## config.mk

```make
export PLATFORM = sky130hd
export DESIGN_NAME = tlh_host_port
export DESIGN_NICKNAME = d
export VERILOG_FILES = /design/src/logic/tlh_pkg.sv /design/src/logic/tlh_host_port.sv /design/src/logic/tlh_id_shift.sv
export VERILOG_INCLUDE_DIRS = /design/src /design/src/logic
export SDC_FILE = /design/constraint.sdc
export NUM_CORES = 1
export LEC_CHECK = 0
export ABC_AREA = 1
export BUFFER_PORTS_ARGS = -buffer_cell sky130_fd_sc_hd__buf_2
export CAP_MARGIN = 5
export CELL_PAD_IN_SITES_DETAIL_PLACEMENT = 0
export CELL_PAD_IN_SITES_GLOBAL_PLACEMENT = 2
export CORE_MARGIN = 10
export CORE_UTILIZATION = 34
export DETAILED_ROUTE_END_ITERATION = 10
export PLACE_DENSITY_LB_ADDON = 0.1
export SLEW_MARGIN = 30
export SYNTH_ARGS = -nofsm -noshare
export SYNTH_HDL_FRONTEND = slang
export SYNTH_SLANG_ARGS = --single-unit
export TNS_END_PERCENT = 10
```

## constraint.sdc

```tcl
create_clock -name mclk_i -period 7.9 [get_ports mclk_i]
set_input_delay 0.79 -clock mclk_i [delete_from_list [all_inputs] [get_ports mclk_i]]
set_output_delay 0.79 -clock mclk_i [all_outputs]
set_load 0.05 [all_outputs]
```

## src/logic/tlh_map.svh

```systemverilog
`ifndef TLH_MAP_SVH
`define TLH_MAP_SVH
// ==========================================================
// Timing counts and field values
// ==========================================================
// Clock period in ns (5 MHz device clock)
`define TLH_CLK_NS 200
// Wait time before a device cycle completes, in ns
`define TLH_ACC_NS 400
// Cycles derived from the above, rounded up
`define TLH_ACC_CYC ((`TLH_ACC_NS + `TLH_CLK_NS - 1) / `TLH_CLK_NS)
// Node ID width in bits
`define TLH_ID_W 8
// Echo limit in bytes
`define TLH_ECHO_MAX 9'h0FE
// Reset values
`define TLH_PAGE_RST 2'h0
`define TLH_MASK_RST 8'h01
`define TLH_STAT_POR 8'h01
// Command codes in the high nibble of the data byte
`define TLH_CMD_EN_TX 4'h3
`define TLH_CMD_EN_RX 4'h4
`define TLH_CMD_CLR 4'h5
`define TLH_CMD_MASK 4'h6
`endif

```

## src/logic/tlh_pkg.sv

```systemverilog
// ==========================================================
// Shared types
// ==========================================================
package tlh_pkg;
    // Processor side request qualifiers
    typedef struct packed {
        logic io_cycle_request;
        logic memory_cycle_request;
        logic rd_not_wr;
    } tlh_req_t;
    // RAM strobes toward the buffer
    typedef struct packed {
        logic latch_pulse;
        logic write_pulse;
        logic output_en;
    } tlh_ram_t;
    // Access sequencer states, one-hot
    typedef enum logic [4:0] {
        TLH_IDLE = 5'b00001,
        TLH_ADDR = 5'b00010,
        TLH_WDAT = 5'b00100,
        TLH_XFER = 5'b01000,
        TLH_DONE = 5'b10000
    } tlh_state_t;
endpackage : tlh_pkg

```

## src/logic/tlh_host_port.sv

```systemverilog
`timescale 1ns/10ps
`include "tlh_map.svh"
// What this block does
// - Upper buffer address floats except own access address and transfer time
// - Page bits follow last enable command page
// - Eight lines carry address byte and data
// - Qualifiers sampled at strobe falling edge
// - Direction held in strobe-gated latch
// - Arbitration starts at strobe falling edge
// - Request output is latched io or memory
// - Wait asserted at start, released when ready
// - Writes wait for late write valid
// - Interrupt follows unmasked status bits
// - Latch and data enables gate write data
// - Upper address enable on buffer memory accesses
// - Latch pulse during buffer address time
// - Write pulse, data valid at trailing edge
// - Output enable during buffer read data
// - Single load pulse for node ID
// - ID shifted msb first, high is one
// - Inhibit forces both pulse outputs high
// - Echo input low retransmits short messages
// - All timing from the one clock
// - Reset clears state, sets power-on status
module tlh_host_port (
    input wire logic mclk_i,
    input wire logic sys_rst_i,
    input wire logic addr_strobe_i,
    input wire tlh_pkg::tlh_req_t req_i,
    input wire logic late_write_valid_i,
    input wire logic [7:0] proc_addr_data_bus_i,
    input wire logic [7:0] buffer_addr_data_bus_i,
    output logic [7:0] buffer_addr_data_bus_o,
    output logic buffer_addr_data_bus_oe_o,
    output logic [2:0] buffer_page_addr_hi_o,
    output logic buffer_page_addr_hi_oe_o,
    output logic request_ack_o,
    output logic wait_o,
    output logic irq_out_o,
    output logic iface_latch_enable_o,
    output logic addr_data_in_enable_o,
    output logic upper_addr_in_enable_o,
    output tlh_pkg::tlh_ram_t ram_o,
    output logic node_id_load_o,
    input wire logic node_id_serial_in_i,
    output logic [7:0] node_id_o,
    input wire logic [1:0] timeout_select_i,
    input wire logic tx_inhibit_n_i,
    input wire logic tx_pulse_a_i,
    input wire logic tx_pulse_b_i,
    output logic line_pulse_a_o,
    output logic line_pulse_b_o,
    input wire logic echo_n_i,
    input wire logic [8:0] rx_len_i,
    input wire logic rx_done_i,
    output logic echo_req_o,
    input wire logic [7:0] event_i,
    output logic [7:0] status_o,
    output logic [1:0] timeout_sel_o
);
    import tlh_pkg::*;

    // ==========================================================
    // Strobe sampling
    // ==========================================================
    logic as_d_reg, as_d_next; // Previous strobe level
    tlh_req_t qual_reg, qual_next; // Latched qualifiers
    logic as_fall;
    assign as_fall = as_d_reg && !addr_strobe_i;
    // Strobe high keeps latch open, low holds it
    always_comb begin
        as_d_next = addr_strobe_i;
        qual_next = qual_reg;
        if (addr_strobe_i) begin
            qual_next = req_i;
        end
    end
    always_ff @(posedge mclk_i or posedge sys_rst_i) begin
        if (sys_rst_i) begin
            as_d_reg <= 1'b1;
            qual_reg <= '0;
        end else begin
            as_d_reg <= as_d_next;
            qual_reg <= qual_next;
        end
    end

    // ==========================================================
    // Access sequencer
    // ==========================================================
    tlh_state_t st_reg, st_next;
    tlh_req_t cyc_reg, cyc_next; // Qualifiers of the running cycle
    logic [1:0] cnt_reg, cnt_next; // Transfer time counter
    logic [7:0] addr_reg, addr_next; // Low address byte
    logic [1:0] page_reg, page_next; // Page from last enable command
    logic [7:0] mask_reg, mask_next; // Interrupt mask
    logic [7:0] stat_reg, stat_next; // Sticky status
    logic [7:0] rdat_reg, rdat_next; // Read data for processor
    logic [1:0] tsel_reg, tsel_next; // Sampled timeout select
    logic wait_reg, wait_next;
    logic reqa_reg, reqa_next;
    logic irq_reg, irq_next;
    logic ile_reg, ile_next;
    logic addr_data_in_enable_reg, addr_data_in_enable_next;
    logic aie_reg, aie_next;
    logic hiz_reg, hiz_next; // High address drive
    logic oe_reg, oe_next;
    logic we_reg, we_next;
    logic lat_reg, lat_next;
    logic echo_reg, echo_next;
    logic pa_reg, pa_next;
    logic pb_reg, pb_next;
    logic [7:0] clr_bits;
    logic [3:0] cmd;
    assign cmd = proc_addr_data_bus_i[7:4];
    // Sequencer, strobes and command decode
    always_comb begin
        st_next = st_reg;
        cyc_next = cyc_reg;
        cnt_next = cnt_reg;
        addr_next = addr_reg;
        page_next = page_reg;
        mask_next = mask_reg;
        rdat_next = rdat_reg;
        clr_bits = 8'h00;
        wait_next = wait_reg;
        ile_next = 1'b0;
        addr_data_in_enable_next = 1'b0;
        aie_next = 1'b0;
        hiz_next = 1'b0;
        oe_next = 1'b0;
        we_next = 1'b0;
        lat_next = 1'b0;
        reqa_next = qual_next.io_cycle_request
            | qual_next.memory_cycle_request;
        case (st_reg)
            TLH_IDLE: begin
                // Arbitration begins on the strobe edge
                if (as_fall && (req_i.io_cycle_request
                    || req_i.memory_cycle_request)) begin
                    cyc_next = qual_reg;
                    cyc_next.io_cycle_request = req_i.io_cycle_request;
                    cyc_next.memory_cycle_request =
                        req_i.memory_cycle_request;
                    wait_next = 1'b1;
                    addr_next = proc_addr_data_bus_i;
                    st_next = TLH_ADDR;
                end
            end
            TLH_ADDR: begin
                // Address valid time: pulse latch for buffer cycles
                addr_data_in_enable_next = 1'b1;
                if (cyc_reg.memory_cycle_request) begin
                    lat_next = 1'b1;
                    aie_next = 1'b1;
                end
                st_next = cyc_reg.rd_not_wr ? TLH_XFER : TLH_WDAT;
                cnt_next = 2'(`TLH_ACC_CYC);
            end
            TLH_WDAT: begin
                // Writes hold off until data is valid
                aie_next = cyc_reg.memory_cycle_request;
                if (late_write_valid_i) begin
                    st_next = TLH_XFER;
                end
            end
            TLH_XFER: begin
                aie_next = cyc_reg.memory_cycle_request;
                if (!cyc_reg.rd_not_wr) begin
                    ile_next = 1'b1;
                    addr_data_in_enable_next = 1'b1;
                    we_next = cyc_reg.memory_cycle_request
                        && cnt_reg != 2'h1;
                end else if (cyc_reg.memory_cycle_request) begin
                    oe_next = 1'b1;
                    rdat_next = buffer_addr_data_bus_i;
                end else begin
                    rdat_next = stat_reg;
                end
                if (cnt_reg == 2'h1) begin
                    st_next = TLH_DONE;
                end else begin
                    cnt_next = cnt_reg - 2'h1;
                end
            end
            TLH_DONE: begin
                // Commands act on the written data byte
                if (cyc_reg.io_cycle_request && !cyc_reg.rd_not_wr
                    && !proc_addr_data_bus_i[0]) begin
                    case (cmd)
                        `TLH_CMD_EN_TX, `TLH_CMD_EN_RX: begin
                            page_next = proc_addr_data_bus_i[2:1];
                        end
                        `TLH_CMD_CLR: begin
                            clr_bits = proc_addr_data_bus_i;
                        end
                        default: begin
                            page_next = page_reg;
                        end
                    endcase
                end else if (cyc_reg.io_cycle_request
                    && !cyc_reg.rd_not_wr) begin
                    // Bit 0 selects this write, so its mask bit clears
                    mask_next = {proc_addr_data_bus_i[7:1], 1'b0};
                end
                wait_next = 1'b0;
                st_next = TLH_IDLE;
            end
            default: begin
                st_next = TLH_IDLE;
            end
        endcase
        // Own buffer access address and transfer time: drive upper address, else float
        hiz_next = (st_next == TLH_XFER || st_next == TLH_ADDR)
            && cyc_next.memory_cycle_request;
        // Events set sticky bits; set wins over clear
        stat_next = (stat_reg & ~clr_bits) | event_i;
        irq_next = |(stat_next & mask_next);
        // Echo when enabled by a low input and message short
        echo_next = rx_done_i && !echo_n_i
            && rx_len_i < `TLH_ECHO_MAX;
        pa_next = tx_pulse_a_i | ~tx_inhibit_n_i;
        pb_next = tx_pulse_b_i | ~tx_inhibit_n_i;
        tsel_next = timeout_select_i;
    end
    // Registers; power-on status set on reset
    always_ff @(posedge mclk_i or posedge sys_rst_i) begin
        if (sys_rst_i) begin
            st_reg <= TLH_IDLE;
            cyc_reg <= '0;
            cnt_reg <= 2'h0;
            addr_reg <= 8'h00;
            page_reg <= `TLH_PAGE_RST;
            mask_reg <= `TLH_MASK_RST;
            stat_reg <= `TLH_STAT_POR;
            rdat_reg <= 8'h00;
            tsel_reg <= 2'h0;
            wait_reg <= 1'b0;
            reqa_reg <= 1'b0;
            irq_reg <= 1'b1;
            ile_reg <= 1'b0;
            addr_data_in_enable_reg <= 1'b0;
            aie_reg <= 1'b0;
            hiz_reg <= 1'b0;
            oe_reg <= 1'b0;
            we_reg <= 1'b0;
            lat_reg <= 1'b0;
            echo_reg <= 1'b0;
            pa_reg <= 1'b1;
            pb_reg <= 1'b1;
        end else begin
            st_reg <= st_next;
            cyc_reg <= cyc_next;
            cnt_reg <= cnt_next;
            addr_reg <= addr_next;
            page_reg <= page_next;
            mask_reg <= mask_next;
            stat_reg <= stat_next;
            rdat_reg <= rdat_next;
            tsel_reg <= tsel_next;
            wait_reg <= wait_next;
            reqa_reg <= reqa_next;
            irq_reg <= irq_next;
            ile_reg <= ile_next;
            addr_data_in_enable_reg <= addr_data_in_enable_next;
            aie_reg <= aie_next;
            hiz_reg <= hiz_next;
            oe_reg <= oe_next;
            we_reg <= we_next;
            lat_reg <= lat_next;
            echo_reg <= echo_next;
            pa_reg <= pa_next;
            pb_reg <= pb_next;
        end
    end

    // ==========================================================
    // Node ID loader
    // ==========================================================
    logic [7:0] id_w;
    logic id_ld_w;
    tlh_id_shift #(.ID_W(8)) u_id (
        .mclk_i(mclk_i),
        .sys_rst_i(sys_rst_i),
        .node_id_serial_in_i(node_id_serial_in_i),
        .node_id_load_o(id_ld_w),
        .node_id_o(id_w),
        .id_valid_o()
    );
    logic idl_reg;
    logic [7:0] idv_reg;
    // Retime loader outputs
    always_ff @(posedge mclk_i or posedge sys_rst_i) begin
        if (sys_rst_i) begin
            idl_reg <= 1'b0;
            idv_reg <= 8'h00;
        end else begin
            idl_reg <= id_ld_w;
            idv_reg <= id_w;
        end
    end

    // ==========================================================
    // Outputs
    // ==========================================================
    assign buffer_addr_data_bus_o = oe_reg ? 8'h00
        : (lat_reg ? addr_reg : rdat_reg);
    assign buffer_addr_data_bus_oe_o = lat_reg;
    assign buffer_page_addr_hi_o = {page_reg, addr_reg[0]};
    assign buffer_page_addr_hi_oe_o = hiz_reg;
    assign request_ack_o = reqa_reg;
    assign wait_o = wait_reg;
    assign irq_out_o = irq_reg;
    assign iface_latch_enable_o = ile_reg;
    assign addr_data_in_enable_o = addr_data_in_enable_reg;
    assign upper_addr_in_enable_o = aie_reg;
    assign ram_o = '{latch_pulse: lat_reg, write_pulse: we_reg,
        output_en: oe_reg};
    assign node_id_load_o = idl_reg;
    assign node_id_o = idv_reg;
    assign line_pulse_a_o = pa_reg;
    assign line_pulse_b_o = pb_reg;
    assign echo_req_o = echo_reg;
    assign status_o = stat_reg;
    assign timeout_sel_o = tsel_reg;

    // ==========================================================
    // Checks
    // ==========================================================
    inhibit_pulse_a: assert property (
        @(posedge mclk_i) disable iff (sys_rst_i)
        !tx_inhibit_n_i |=> line_pulse_a_o && line_pulse_b_o)
        else $error("pulses not forced high under inhibit");
    wait_start_a: assert property (
        @(posedge mclk_i) disable iff (sys_rst_i)
        st_reg == TLH_IDLE && st_next == TLH_ADDR |=> wait_o)
        else $error("wait not raised at cycle start");
    write_hold_a: assert property (
        @(posedge mclk_i) disable iff (sys_rst_i)
        st_reg == TLH_WDAT && !late_write_valid_i |=> wait_o
        && st_reg == TLH_WDAT)
        else $error("write finished without late write valid");
    page_float_a: assert property (
        @(posedge mclk_i) disable iff (sys_rst_i)
        buffer_page_addr_hi_oe_o |-> cyc_reg.memory_cycle_request)
        else $error("upper address driven outside buffer access");
    latch_addr_a: assert property (
        @(posedge mclk_i) disable iff (sys_rst_i)
        ram_o.latch_pulse |-> $past(st_reg) == TLH_ADDR)
        else $error("latch pulse outside address time");
    read_oe_a: assert property (
        @(posedge mclk_i) disable iff (sys_rst_i)
        ram_o.output_en |-> cyc_reg.rd_not_wr && !ram_o.write_pulse)
        else $error("output enable on a write");
    irq_mask_a: assert property (
        @(posedge mclk_i) disable iff (sys_rst_i)
        ##1 irq_out_o == |(status_o & mask_reg))
        else $error("interrupt disagrees with status and mask");
    reqack_a: assert property (
        @(posedge mclk_i) disable iff (sys_rst_i)
        addr_strobe_i |=> request_ack_o == ($past(req_i.io_cycle_request)
        | $past(req_i.memory_cycle_request)))
        else $error("request ack not latched io or memory");
    wr_ile_a: assert property (
        @(posedge mclk_i) disable iff (sys_rst_i)
        iface_latch_enable_o |-> addr_data_in_enable_o)
        else $error("latch enable without data enable");
    cov_rd_c: cover property (@(posedge mclk_i) ram_o.output_en);
    cov_wr_c: cover property (@(posedge mclk_i) ram_o.write_pulse);
    cov_io_c: cover property (@(posedge mclk_i)
        st_reg == TLH_DONE && cyc_reg.io_cycle_request);
endmodule : tlh_host_port

```

## src/logic/tlh_id_shift.sv

```systemverilog
`timescale 1ns/10ps
`include "tlh_map.svh"
// ==========================================================
// Node ID serial loader
// ==========================================================
module tlh_id_shift #(
    parameter int ID_W = `TLH_ID_W
) (
    input wire logic mclk_i,
    input wire logic sys_rst_i,
    input wire logic node_id_serial_in_i,
    output logic node_id_load_o,
    output logic [ID_W-1:0] node_id_o,
    output logic id_valid_o
);
    // Bit counter and shift state
    logic [4:0] cnt_reg, cnt_next;
    logic [ID_W-1:0] sh_reg, sh_next;
    logic ld_reg, ld_next;
    logic vld_reg, vld_next;
    // Next state: one load pulse then ID_W shifts, msb first
    always_comb begin
        cnt_next = cnt_reg;
        sh_next = sh_reg;
        ld_next = 1'b0;
        vld_next = vld_reg;
        if (!vld_reg) begin
            if (cnt_reg == 5'h00) begin
                ld_next = 1'b1;
                cnt_next = 5'h01;
            end else if (cnt_reg < 5'h03) begin
                // Pin retime plus external load: msb not out yet
                cnt_next = cnt_reg + 5'h01;
            end else begin
                // High level shifts in a one
                sh_next = {sh_reg[ID_W-2:0], node_id_serial_in_i};
                if (cnt_reg == 5'(ID_W + 2)) begin
                    vld_next = 1'b1;
                end
                cnt_next = cnt_reg + 5'h01;
            end
        end
    end
    // Registers
    always_ff @(posedge mclk_i or posedge sys_rst_i) begin
        if (sys_rst_i) begin
            cnt_reg <= 5'h00;
            sh_reg <= '0;
            ld_reg <= 1'b0;
            vld_reg <= 1'b0;
        end else begin
            cnt_reg <= cnt_next;
            sh_reg <= sh_next;
            ld_reg <= ld_next;
            vld_reg <= vld_next;
        end
    end
    assign node_id_load_o = ld_reg;
    assign node_id_o = sh_reg;
    assign id_valid_o = vld_reg;

    load_once_a: assert property (
        @(posedge mclk_i) disable iff (sys_rst_i)
        node_id_load_o |=> !node_id_load_o)
        else $error("id load longer than one cycle");
    shift_msb_a: assert property (
        @(posedge mclk_i) disable iff (sys_rst_i)
        !id_valid_o && !node_id_load_o && cnt_reg >= 5'h03
        |=> node_id_o[0] == $past(node_id_serial_in_i))
        else $error("serial id bit not shifted in");
endmodule : tlh_id_shift

```

== Yosys cells after proc, flatten, opt, wreduce, memory -nomap -nowiden ==
Cells that the tools add are included.
Word-level totals
  register bits: 87
  bits in latches: 0
  bits in writable memories: 0
  ROM bits: 0
  output and inout port bits: 44
  logic and storage cells: 128
  memories kept: 0
Operators by class
  $add $sub $neg: 2
  $mul: 0
  divide/modulo/power cells: 0
  order comparisons: 2
  equal/unequal tests: 15
  shift operators: 0
  muxes and demuxes: 38
  bitwise operators: 11
  reduce and logical (&&, ||, !) cells: 26
Operators with widths (number)
  $mux W8: 9
  $mux W5: 4
  $pmux W5 S4: 1
  $and A8 B8 Y8: 2
  $eq A5 B4 Y1 const B: 3
  $mux W1: 15
  $eq A5 B2 Y1 const B: 2
  $lt A9 B8 Y1 const B: 1
  $eq A4 B3 Y1 const B: 2
  $logic_and A1 B1 Y1: 8
  $not A8 Y8: 1
  $or A8 B8 Y8: 1
  $reduce_and A2 Y1: 4
  $reduce_or A8 Y1: 1
  $mux W2: 3
  $pmux W1 S2: 3
  $reduce_and A3 Y1: 2
  $add A5 B1 Y5 const B: 1
  $eq A5 B1 Y1 const B: 1
  $eq A5 B3 Y1 const B: 1
  $eq A5 B5 Y1 const B: 1
  $logic_not A5 Y1: 1
  $lt A5 B2 Y1 const B: 1
  $eq A4 B2 Y1 const B: 1
  13 further kinds: 25

== Logic depth before layout (Yosys ltp) ==
Gate-level depths: netlist of run 1.
  depth in word-level cells: 10
  depth in mapped cells: 11

== Modules after synthesis ==
From an unflattened synthesis of run 1, not the netlist that was laid out.
Second synthesis, totals
  cells, all modules: 390
  area total of the unflattened synthesis: 3709.8 sq um
Modules (own cells, without submodules)
  tlh_host_port: instances 1, cells an instance 317, area each 3014.1 sq um
  tlh_id_shift: instances 1, cells an instance 73, area each 695.7 sq um

== Worst setup path after synthesis of run 1 ==
No wires, ideal clock.
  path kind: register to output
  start: register lat_reg (netlist: buffer_addr_data_bus_oe_o)
  end: output port buffer_addr_data_bus_o[0]
  arrival time: 1804 ps
  data required time: 7110 ps
  path slack: 5306 ps
  stages on the path, launching flop included: 5
  buffers on the path: 1
  cell sequence: dfrtp_1 -> clkbuf_1 -> inv_1 -> nand2_1 -> a21oi_1
Between the ends
  cells in the longest elaborated chain, start to end: 2
RTL lines
  from (decl): line tlh_host_port.sv:109  | logic lat_reg, lat_next;
  from (signal assigned): line tlh_host_port.sv:270  | lat_reg <= lat_next;
  $mux W8: line tlh_host_port.sv:307  | : (lat_reg ? addr_reg : rdat_reg);
  $mux W8: line tlh_host_port.sv:306  | assign buffer_addr_data_bus_o = oe_reg ? 8'h00
  to (decl): line tlh_host_port.sv:33  | output logic [7:0] buffer_addr_data_bus_o,
No other way between the ends.

== Worst setup path after layout of run 1 ==
  start: register lat_reg (netlist: buffer_addr_data_bus_oe_o)
  end: output port buffer_addr_data_bus_o[1]
The elaborated chain is that of the path after synthesis.

==> results of run 1 <==
==> final cells by class <==
class,instances,area share [%]
clock buffer,11,3.02
clock inverter,5,1.35
inverter,51,4.42
multi-input combinational,228,26.6
sequential,87,50.2
tap,136,3.91
timing repair buffer,91,10.5
==> final timing paths <==
check	endpoint	startpoint	depth (start not counted)
min in group asynchronous	node_id_o[3]	sys_rst_i	2
setup reg to reg	buffer_page_addr_hi_oe_o	st_reg[0]	5
hold / removal	node_id_load_o	u_id.node_id_load_o	0
hold reg to reg	node_id_load_o	u_id.node_id_load_o	0
max in group asynchronous	u_id.cnt_reg[1]	sys_rst_i	3
setup / recovery	buffer_addr_data_bus_o[1]	buffer_addr_data_bus_oe_o	4
==> layer usage <==
metal  track usage (%)  up-vias  wire length, µm
met2              18.1       71             3810
met3              4.65        5              667
met4              3.49        0               79
met1              15.3     1261             3910
li1                  -     1368                -
met5                 0        -                0
==> logic make-up (layout without fill, tap and decap cells) <==
family | Yosys count | in the layout
and+or+nand+nor | 162 | 162
AOI/OAI and AO/OA | 55 | 55
buffers and inverters | 64 | 158
xor gates and xnor gates | 2 | 2
DFF | 87 | 87
muxes | 5 | 5
adders and majority gates | 4 | 4
==> metrics by stage <==
step	util [%]	worst slack (ns)
floorplan	-	4.87
global placement	40.3	5.62
detailed placement	40.3	5.63
CTS	42.2	5.41
global route	42.2	5.26
finish	42.2	5.44
==> placed cells by master, fill, tap and decap left out, types with 3 or more instances in the layout <==
cell type / synthesis / final
a21oi_1: 15 / 15
buf_2: 5 / 90
clkbuf_8: 0 / 9
dfrtp_1: 80 / 80
dfstp_2: 7 / 7
ha_1: 4 / 4
inv_1: 48 / 47
inv_2: 3 / 3
mux2_2: 4 / 4
nand2_1: 79 / 79
nand2_2: 5 / 5
nand3_1: 13 / 13
nand4_1: 5 / 5
nor2_1: 44 / 44
nor3_1: 3 / 3
o21ai_0: 18 / 18
o21ai_1: 7 / 7
o21ai_2: 4 / 4
o31ai_1: 8 / 8
or2_2: 4 / 4
==> power groups by stage <==
| stage | logic (µW) | clock network, µW | registers [µW] |
|---|---|---|---|
| floorplan | 64.0 | 0 | 507 |
| global placement | 108 | 0 | 498 |
| detailed placement | 109 | 0 | 498 |
| CTS | 109 | 318 | 489 |
| global route | 120 | 340 | 494 |
| finish | 106 | 301 | 489 |
==> results.md, run 1 <==
- Status: finished clean
- Placed inst area: 0.00417 mm²
- IO Count: 92
- Seq cells post-synth: 87
- Power Density: 206 mW/mm²
- Largest family of logic cells by synthesized area: simple AND/OR/NAND/NOR gates
- Leak pwr: 0.00226 µW
- Die area: 0.0152 mm²
- Post-Synth Adder-Cell Area: 1.39%
- CTS hold repair buffers: 0
- Max_slew headroom: 48.4%
- Critical path class: reg -> out
- Most common cell in the netlist: dfrtp_1
- Placed Cells: 593
- Non-Filler Instances: 609
- Global route overflow: 0
- CTS Buf Count: 9
- Post-synth net total: 431
- Sequential area share after synthesis: 60.5%
- WHS: 0.368 ns
- Clk slew on worst S/H paths: 0.09 ns
- Final Skew: 0.00974 ns
- Final Hold Viols: 0
- Post-route clock period utilization: 31.1%
- Data required, critical path: 7.11 ns
- Setup crit end kind: output pin
- H-tree depth: 3
- Yosys warnings: 0
- Sequential cell area: 0.00219 mm²
- Longest Clk Path Bufs: 2
- WL final: 8470 µm
- Average size of a mapped cell: 9.53 µm²
- Leading post-synthesis cells by cell area: dfrtp_1 (55%), nand2_1 (8.2%), dfstp_2 (5.1%)
- Achievable clock frequency: 407 MHz
- # DRC: 0
- Critical path fanouts, max: 11
- Top Family by Delay on Critical Path: buffers and inverters
- Core Region: 0.0103 mm²
- Count of different cell masters after synthesis: 36
- Synth top cells by count: dfrtp_1 (80), nand2_1 (79), inv_1 (48)
- Setup Viol. Count Final: 0
- CP cell instances: inv_1 -> nand2_1 -> a21oi_1 -> buf_2
- Simple-gate portion of the synthesized area: 19.9%
- Fill count: 1,087
- Mux cell area share after synthesis: 1.52%
- Root Buffer: clkbuf_8
- Sw Ratio: 27.7%
- Die Width: 123 µm
- Initial Utilization: 35.0%
- Slowest-stage cell, CP: dfrtp_1
- RePlAce Congestion: 0.789
- Worst Max-Slew Pin Slew: 0.774 ns
- Drt first pass iters: 5
- Synth Cell Area: 0.00361 mm²
- Max VDD drop: 0.0715 mV
- Prevailing post-synth register cell: dfrtp_1
- Post-DR vias/cell: 4.44
- Multi-input logic area: 0.00116 mm²
- # resized after CTS: 0
- Setup bufs post-CTS: 0
- R2r setup slk: 5.94 ns
- # diodes: 0
- Post-Syn Instances: 379
- Vias: 2,705
- Async S/R FF share, synth: 100%
- Layout net count: 520
- XOR/XNOR Fraction of Synth Area: 0.485%
- Layout cell share with drive strength beyond 1: 29.4%
- Register share of total power: 54.6%
- Pwr Total: 896 µW
- Clock network power share: 33.6%
- Sw Pwr: 248 µW
- Post-layout min period: 2.46 ns
- WL per Instance: 13.9 µm
- DP HPWL: 6390 µm
- Logic pwr share: 11.8%
- Number of global-route vias before repair: 2,904
- Synth top area share: 55.4%
- Post-route setup TNS: 0 ns
- Internal power: 648 µW
- Worst EP arrival: 1.67 ns
- Starting DRC count in detailed routing: 147
- Area growth syn-to-layout: 20.5%
- EDFF count, synth: 0
- TritonCTS clock tree: done
- Global-route wire length before repair: 14,300 µm
- Final Cell Area: 0.00436 mm²
- Fin. max-slew vios: 0
- Hold WC Path Type: reg -> reg
- Antenna violations before repair: 0
- Largest net degree at the start of global routing: 62
- Compound-Gate Fraction of Synth Area: 8.80%
- RSZ-0062 raised after global routing: no
- Cell taking the most area after synthesis: dfrtp_1
- Worst stage delay on the critical path: 0.52 ns
- Buf+Inv Stages, Crit Path: 2
- Die extent in y: 123 µm
- Routed Antenna Nets: 0
- # rows: 37
- Critical Path Start Type: flop
- Tot GR Track Use: 11.9%
- Clk_lat worst skew: 0.35 ns
- Clk sinks: 87
- PortBufs: 90
- Max Cap Viol: 0
(Power assumes the default switching activity.)
==> run 2, diff against run 1 <==
CORE_UTILIZATION = 32   (was 34)
clock period = 2.5 ns   (was 7.9 ns; I/O delays follow)
==> run 2 against run 1 <==
Worst setup slack got worse by 4.8 ns. Final cell count increased by 1.1%. Utilization decreased by 0.47 points. Non-clock buffer count increased by 3. Highest routed layer unchanged. First-iteration DRC count decreased by 42%. Clock skew decreased by 0.0037 ns. Global-route usage decreased by 0.70 points. Register-to-register slack got worse by 5.2 ns. Combinational power increased to 3.2 times the previous value. Critical endpoint unchanged. Power increased to 3.9 times the previous value.
==> results.md, run 2 (synthesis gave the netlist of run 1 again) <==
- Status: finished clean
- DP HPWL: 6660 µm (+4.2%)
- Die extent in y: 126 µm (+2.6%)
- Worst Max-Slew Pin Slew: 0.594 ns (-0.181 ns)
- R2r setup slk: 0.75 ns (-5.19 ns)
- Critical path class: reg -> out
- Tot GR Track Use: 11.2% (-0.70 points)
- Fill count: 1,116 (+2.7%)
- IO Count: 92 (unchanged)
- Post-route setup TNS: 0 ns (unchanged)
- Setup Viol. Count Final: 0 (unchanged)
- Worst EP arrival: 1.65 ns (-0.02 ns)
- Commonest non-fill, non-tap cell in the layout: buf_2
- Initial Utilization: 33.0% (-2.0 points)
- Area growth syn-to-layout: 26.2%
- TritonCTS clock tree: done
- # diodes: 0 (unchanged)
- Largest net degree at the start of global routing: 37 (-40%)
- RSZ-0062 raised after global routing: no
- Die area: 0.0159 mm² (+5.2%)
- Final Hold Viols: 0 (unchanged)
- Post-DR vias/cell: 4.38 (-1.4%)
- PortBufs: 90 (unchanged)
- Critical Path Start Type: flop
- Post-route clock period utilization: 76.1%
- Post-layout min period: 1.90 ns
- Leak pwr: 0.00236 µW (+4.3%)
- Max Cap Viol: 0 (unchanged)
- Core Region: 0.0109 mm² (+5.9%)
- Data required, critical path: 2.25 ns (-4.86 ns)
- WL per Instance: 14.3 µm (+2.6%)
- Number of global-route vias before repair: 2,780 (-4.3%)
- Global route overflow: 0 (unchanged)
- Drt first pass iters: 4 (-1)
- Pwr Total: 3460 µW (+290%)
- Setup bufs post-CTS: 0 (unchanged)
- Die Width: 126 µm (+2.6%)
- Power Density: 759 mW/mm² (+270%)
- RePlAce Congestion: 0.736 (-6.7%)
- Critical path fanouts, max: 11 (unchanged)
- Clk_lat worst skew: 0.34 ns (about the same)
- Antenna violations before repair: 0 (unchanged)
- CTS Buf Count: 9 (unchanged)
- # resized after CTS: 0 (unchanged)
- Layout net count: 523 (+0.58%)
- Setup crit end kind: output pin
- Sequential cell area: 0.00219 mm² (unchanged)
- Achievable clock frequency: 526 MHz
- Starting DRC count in detailed routing: 85 (-42%)
- Multi-input logic area: 0.00116 mm² (unchanged)
- Final Skew: 0.00605 ns (-0.00369 ns)
- Hold WC Path Type: in -> reg
- Clk sinks: 87 (unchanged)
- Fin. max-slew vios: 0 (unchanged)
- # rows: 38 (+2.7%)
- # DRC: 0 (unchanged)
- Max_slew headroom: 60.4% (+12 points)
- Clk slew on worst S/H paths: 0.06 ns (-0.03 ns)
- Longest Clk Path Bufs: 2 (unchanged)
- WL final: 8780 µm (+3.7%)
- Max VDD drop: 0.264 mV (+270%)
- Routed Antenna Nets: 0 (unchanged)
- Global-route wire length before repair: 14,300 µm (+0.34%)
- Most frequent cells in the layout: buf_2 (90), dfrtp_1 (80), nand2_1 (79)
- Final Util: 41.7% (-0.47 points)
- H-tree depth: 3 (unchanged)
- Final WS setup: 0.598 ns (-4.85 ns)
- Layout cell share with drive strength beyond 1: 30.0% (+0.66 points)
- Root Buffer: clkbuf_16
- Dpl ws: 0.747 ns (-4.88 ns)
- Vias: 2,697 (-0.30%)
## run 2: cell count changes in the layout (fill, tap and decap cells not counted), sizes merged
cell | previous run | this run
inv | 50 | 52
dlygate4sd3 | 0 | 1
clkinvlp | 2 | 1
bufinv | 1 | 3
clkbuf | 11 | 10
buf | 91 | 93
clkinv | 3 | 1
## run 2: layout make-up
class / instances / area share (%)
inverter: 51 / 4.22
clock inverter: 6 / 2.52
clock buffer: 10 / 5.24
tap: 140 / 3.84
timing repair buffer: 94 / 10.9
sequential: 87 / 47.9
multi-input combinational: 228 / 25.4
## run 2: what timing repair did
item | CTS | global route
hold endpoints to repair | 25 | 0
endpoints found under the setup margin | 0 | 0
hold buffers | 1 | 0
## run 2: worst max-delay path, stage by stage (launching register included)
cell     delay [ns]
dfrtp_1        0.50
inv_1          0.27
nand2_1        0.08
a21oi_1        0.17
buf_2          0.29
## run 2: metal layers
layer	track usage, %	wire [µm]	vias up
met3	4.36	589	10
met2	16.2	3790	70
met5	0	0	-
met4	4.22	121	0
met1	14.7	4280	1237
li1	-	-	1380
## run 2: where the power goes
group	internal [µW]	switching, µW	leakage [µW]
clock network	1010	560	0.000170
logic	102	241	0.00119
registers	1490	58.8	0.000997
## run 2: metrics by stage
| stage | hold slack, ns | instances | cell area [µm²] |
|---|---|---|---|
| after floorplan | 0.254 | 379 | 3610 |
| after detailed placement | 0.340 | 599 | 4200 |
| final | 0.0163 | 616 | 4560 |
| after global routing | 0.00346 | 616 | 4560 |
| after global placement | 0.330 | 599 | 4200 |
| after CTS | 0.000454 | 616 | 4560 |
## run 2: worst paths after layout
kind                                             endpoint                      start  cells after the start
worst max register to register   buffer_page_addr_hi_oe_o                  st_reg[0]                      7
worst min-delay path                     timeout_sel_o[1]        timeout_select_i[1]                      1
worst min register to register             node_id_load_o        u_id.node_id_load_o                      0
min in group asynchronous                   request_ack_o                  sys_rst_i                      3
worst max-delay path            buffer_addr_data_bus_o[1]  buffer_addr_data_bus_oe_o                      4
max in group asynchronous                     addr_reg[4]                  sys_rst_i                      4
==> run 3, diff against run 2 <==
CORE_UTILIZATION = 28   (was 32)
clock period = 1.65 ns   (was 2.5 ns; I/O delays follow)
==> run 3 against run 2 <==
Cell area up 4.2%. Routed wire length up 4.6%. Sequential cell count unchanged. Final cell count up 7.8%. Worst setup slack worse by 0.50 ns. Die area up 12%. Register-to-register slack worse by 0.64 ns. Clock-buffer cell count up 2. Sequential power up 50%. Clock skew down 0.00072 ns. Power up 47%. Critical path type unchanged. Critical endpoint is now buffer_addr_data_bus_o[2]. Largest cell class unchanged.
==> results.md, run 3 (synthesis gave the netlist of run 1 again) <==
- Critical path fanouts, max: 10 (-1)
- Sequential cell area: 0.00219 mm² (unchanged)
- H-tree depth: 3 (unchanged)
- Status: finished clean
- Critical Path Start Type: flop
- Die area: 0.0178 mm² (+12%)
- Setup crit end kind: output pin
- RSZ-0062 raised after global routing: yes
- Drt first pass iters: 4 (unchanged)
- Tot GR Track Use: 10.8% (-0.42 points)
- CTS Buf Count: 9 (unchanged)
- RePlAce Congestion: 0.722 (-2.0%)
- WL final: 9190 µm (+4.6%)
- Critical path class: reg -> out
- Vias: 2,771 (+2.7%)
- Clk_lat worst skew: 0.34 ns (about the same)
- Commonest non-fill, non-tap cell in the layout: buf_2
- Power Density: 1070 mW/mm² (+41%)
- Final Cell Area: 0.00475 mm² (+4.2%)
- # rows: 41 (+7.9%)
- Worst EP arrival: 1.39 ns (-0.26 ns)
- Root Buffer: clkbuf_16
- Most frequent cells in the layout: buf_2 (89), dfrtp_1 (80), nand2_1 (79)
- DP HPWL: 6920 µm (+3.8%)
- Final Skew: 0.00533 ns (-0.000721 ns)
- Die Width: 134 µm (+5.8%)
- Global Route met2 Usage: 16.5% (+0.36 points)
- Clk sinks: 87 (unchanged)
- Routed Antenna Nets: 0 (unchanged)
- # diodes: 0 (unchanged)
- Initial Utilization: 28.6% (-4.4 points)
- IO Count: 92 (unchanged)
- Global route overflow: 0 (unchanged)
- Starting DRC count in detailed routing: 115 (+35%)
- Layout cell share with drive strength beyond 1: 30.9% (+0.85 points)
- Number of global-route vias before repair: 3,004 (+8.1%)
- Multi-input logic area: 0.00118 mm² (+1.5%)
- Post-DR vias/cell: 4.17 (-4.7%)
- Post-route clock period utilization: 94.1%
- # DRC: 0 (unchanged)
- Area growth syn-to-layout: 31.5%
- Largest net degree at the start of global routing: 28 (-24%)
- Placed inst area: 0.00433 mm² (+3.0%)
- Longest Clk Path Bufs: 2 (unchanged)
- Max Cap Viol: 0 (unchanged)
- Setup bufs post-CTS: 0 (unchanged)
- Setup Viol. Count Final: 0 (unchanged)
- Max_slew headroom: 61.5% (+1.1 points)
- Max VDD drop: 0.585 mV (+120%)
- TritonCTS clock tree: done
- Global-route wire length before repair: 15,400 µm (+7.6%)
- Fin. max-slew vios: 0 (unchanged)
- Worst flop-to-flop path startpoint: st_reg[1]
- Fill count: 1,308 (+17%)
- Data required, critical path: 1.48 ns (-0.77 ns)
- Origin of the worst min-delay path: event_i[2]
- Die extent in y: 134 µm (+5.8%)
- Final Util: 37.7% (-4.1 points)
- Hold WC Path Type: in -> reg
- WL per Instance: 13.8 µm (-3.0%)
- Final Hold Viols: 0 (unchanged)
- Placed Cells: 639 (+6.7%)
- Core Region: 0.0126 mm² (+15%)
- Non-Filler Instances: 664 (+7.8%)
- Achievable clock frequency: 644 MHz
- Critical Path Start: buffer_addr_data_bus_oe_o
- GRT busiest layer: met2
- Antenna violations before repair: 1 (+1)
- Met3 Track Usage GR: 3.57% (-0.79 points)
- Clk slew on worst S/H paths: 0.06 ns (about the same)
- Worst Max-Slew Pin Slew: 0.577 ns (-0.0171 ns)
- GR Util met1: 13.5% (-1.2 points)
- PortBufs: 90 (unchanged)
- Leak pwr: 0.00243 µW (+3.1%)
- Layout net count: 539 (+3.1%)
- Post-layout min period: 1.55 ns
[run 3: cell count changes in the layout (fill, tap and decap cells not counted), sizes merged]
cell         delta
bufinv          -1
dlygate4sd3     +8
clkinv          +1
clkbuf          +2
buf             +8
inv             -2
[run 3: what timing repair did]
action	4_1_cts	5_1_grt
hold buffers	9	0
pin swaps	0	1
gates resized for setup	2	4
endpoints found under the setup margin	4	13
endpoints found under the hold margin	23	0
[run 3: per-layer routing]
metal  vias to the layer above  part of all wire [%]
met3                        12                   6.2
li1                       1414                     -
met5                         -                     0
met2                        59                    46
met1                      1286                    46
met4                         0                   1.7
[run 3: critical path, stage by stage, from the launching register on]
cell and delay [ns]:
dfrtp_1 0.36, buf_4 0.18, nand2_1 0.06, a21oi_1 0.15
buf_2 0.29
[run 3: final timing paths]
path / slack (ns) / end / depth (start not counted)
worst max-delay path: 0.1 / buffer_addr_data_bus_o[2] / 4
worst min-delay path: 0.03 / status_o[2] / 3
worst max register to register: 0.11 / irq_out_o / 10
worst min register to register: 0.35 / node_id_load_o / 0
max in group asynchronous: 0.64 / line_pulse_a_o / 4
min in group asynchronous: 0.44 / node_id_load_o / 3
[run 3: where the power goes]
group / internal, µW / total (µW) / leakage [µW] / switching, µW
Combinational: 206 / 610 / 0.00128 / 404
Sequential: 2260 / 2330 / 0.000997 / 65.5
Clock: 1360 / 2170 / 0.000157 / 804
[run 3: final cells by class]
type	count	area share, %
Sequential cell	87	46.0
Tap cell	172	4.53
Inverter	51	4.11
Clock buffer	12	5.19
Clock inverter	4	1.47
Multi-Input combinational cell	228	24.7
Timing Repair Buffer	110	14.0
[run 3: per-stage QoR]
stage	setup slack, ns	hold WS [ns]	power, µW	setup TNS (ns)
floorplan	-0.319	0.169	2730	-2.55
global placement	0.110	0.257	2960	0
detailed placement	0.106	0.262	2970	0
CTS	0.0633	0.0145	5200	0
global route	-0.0222	0.0237	5370	-0.0222
finish	0.0974	0.0286	5100	0
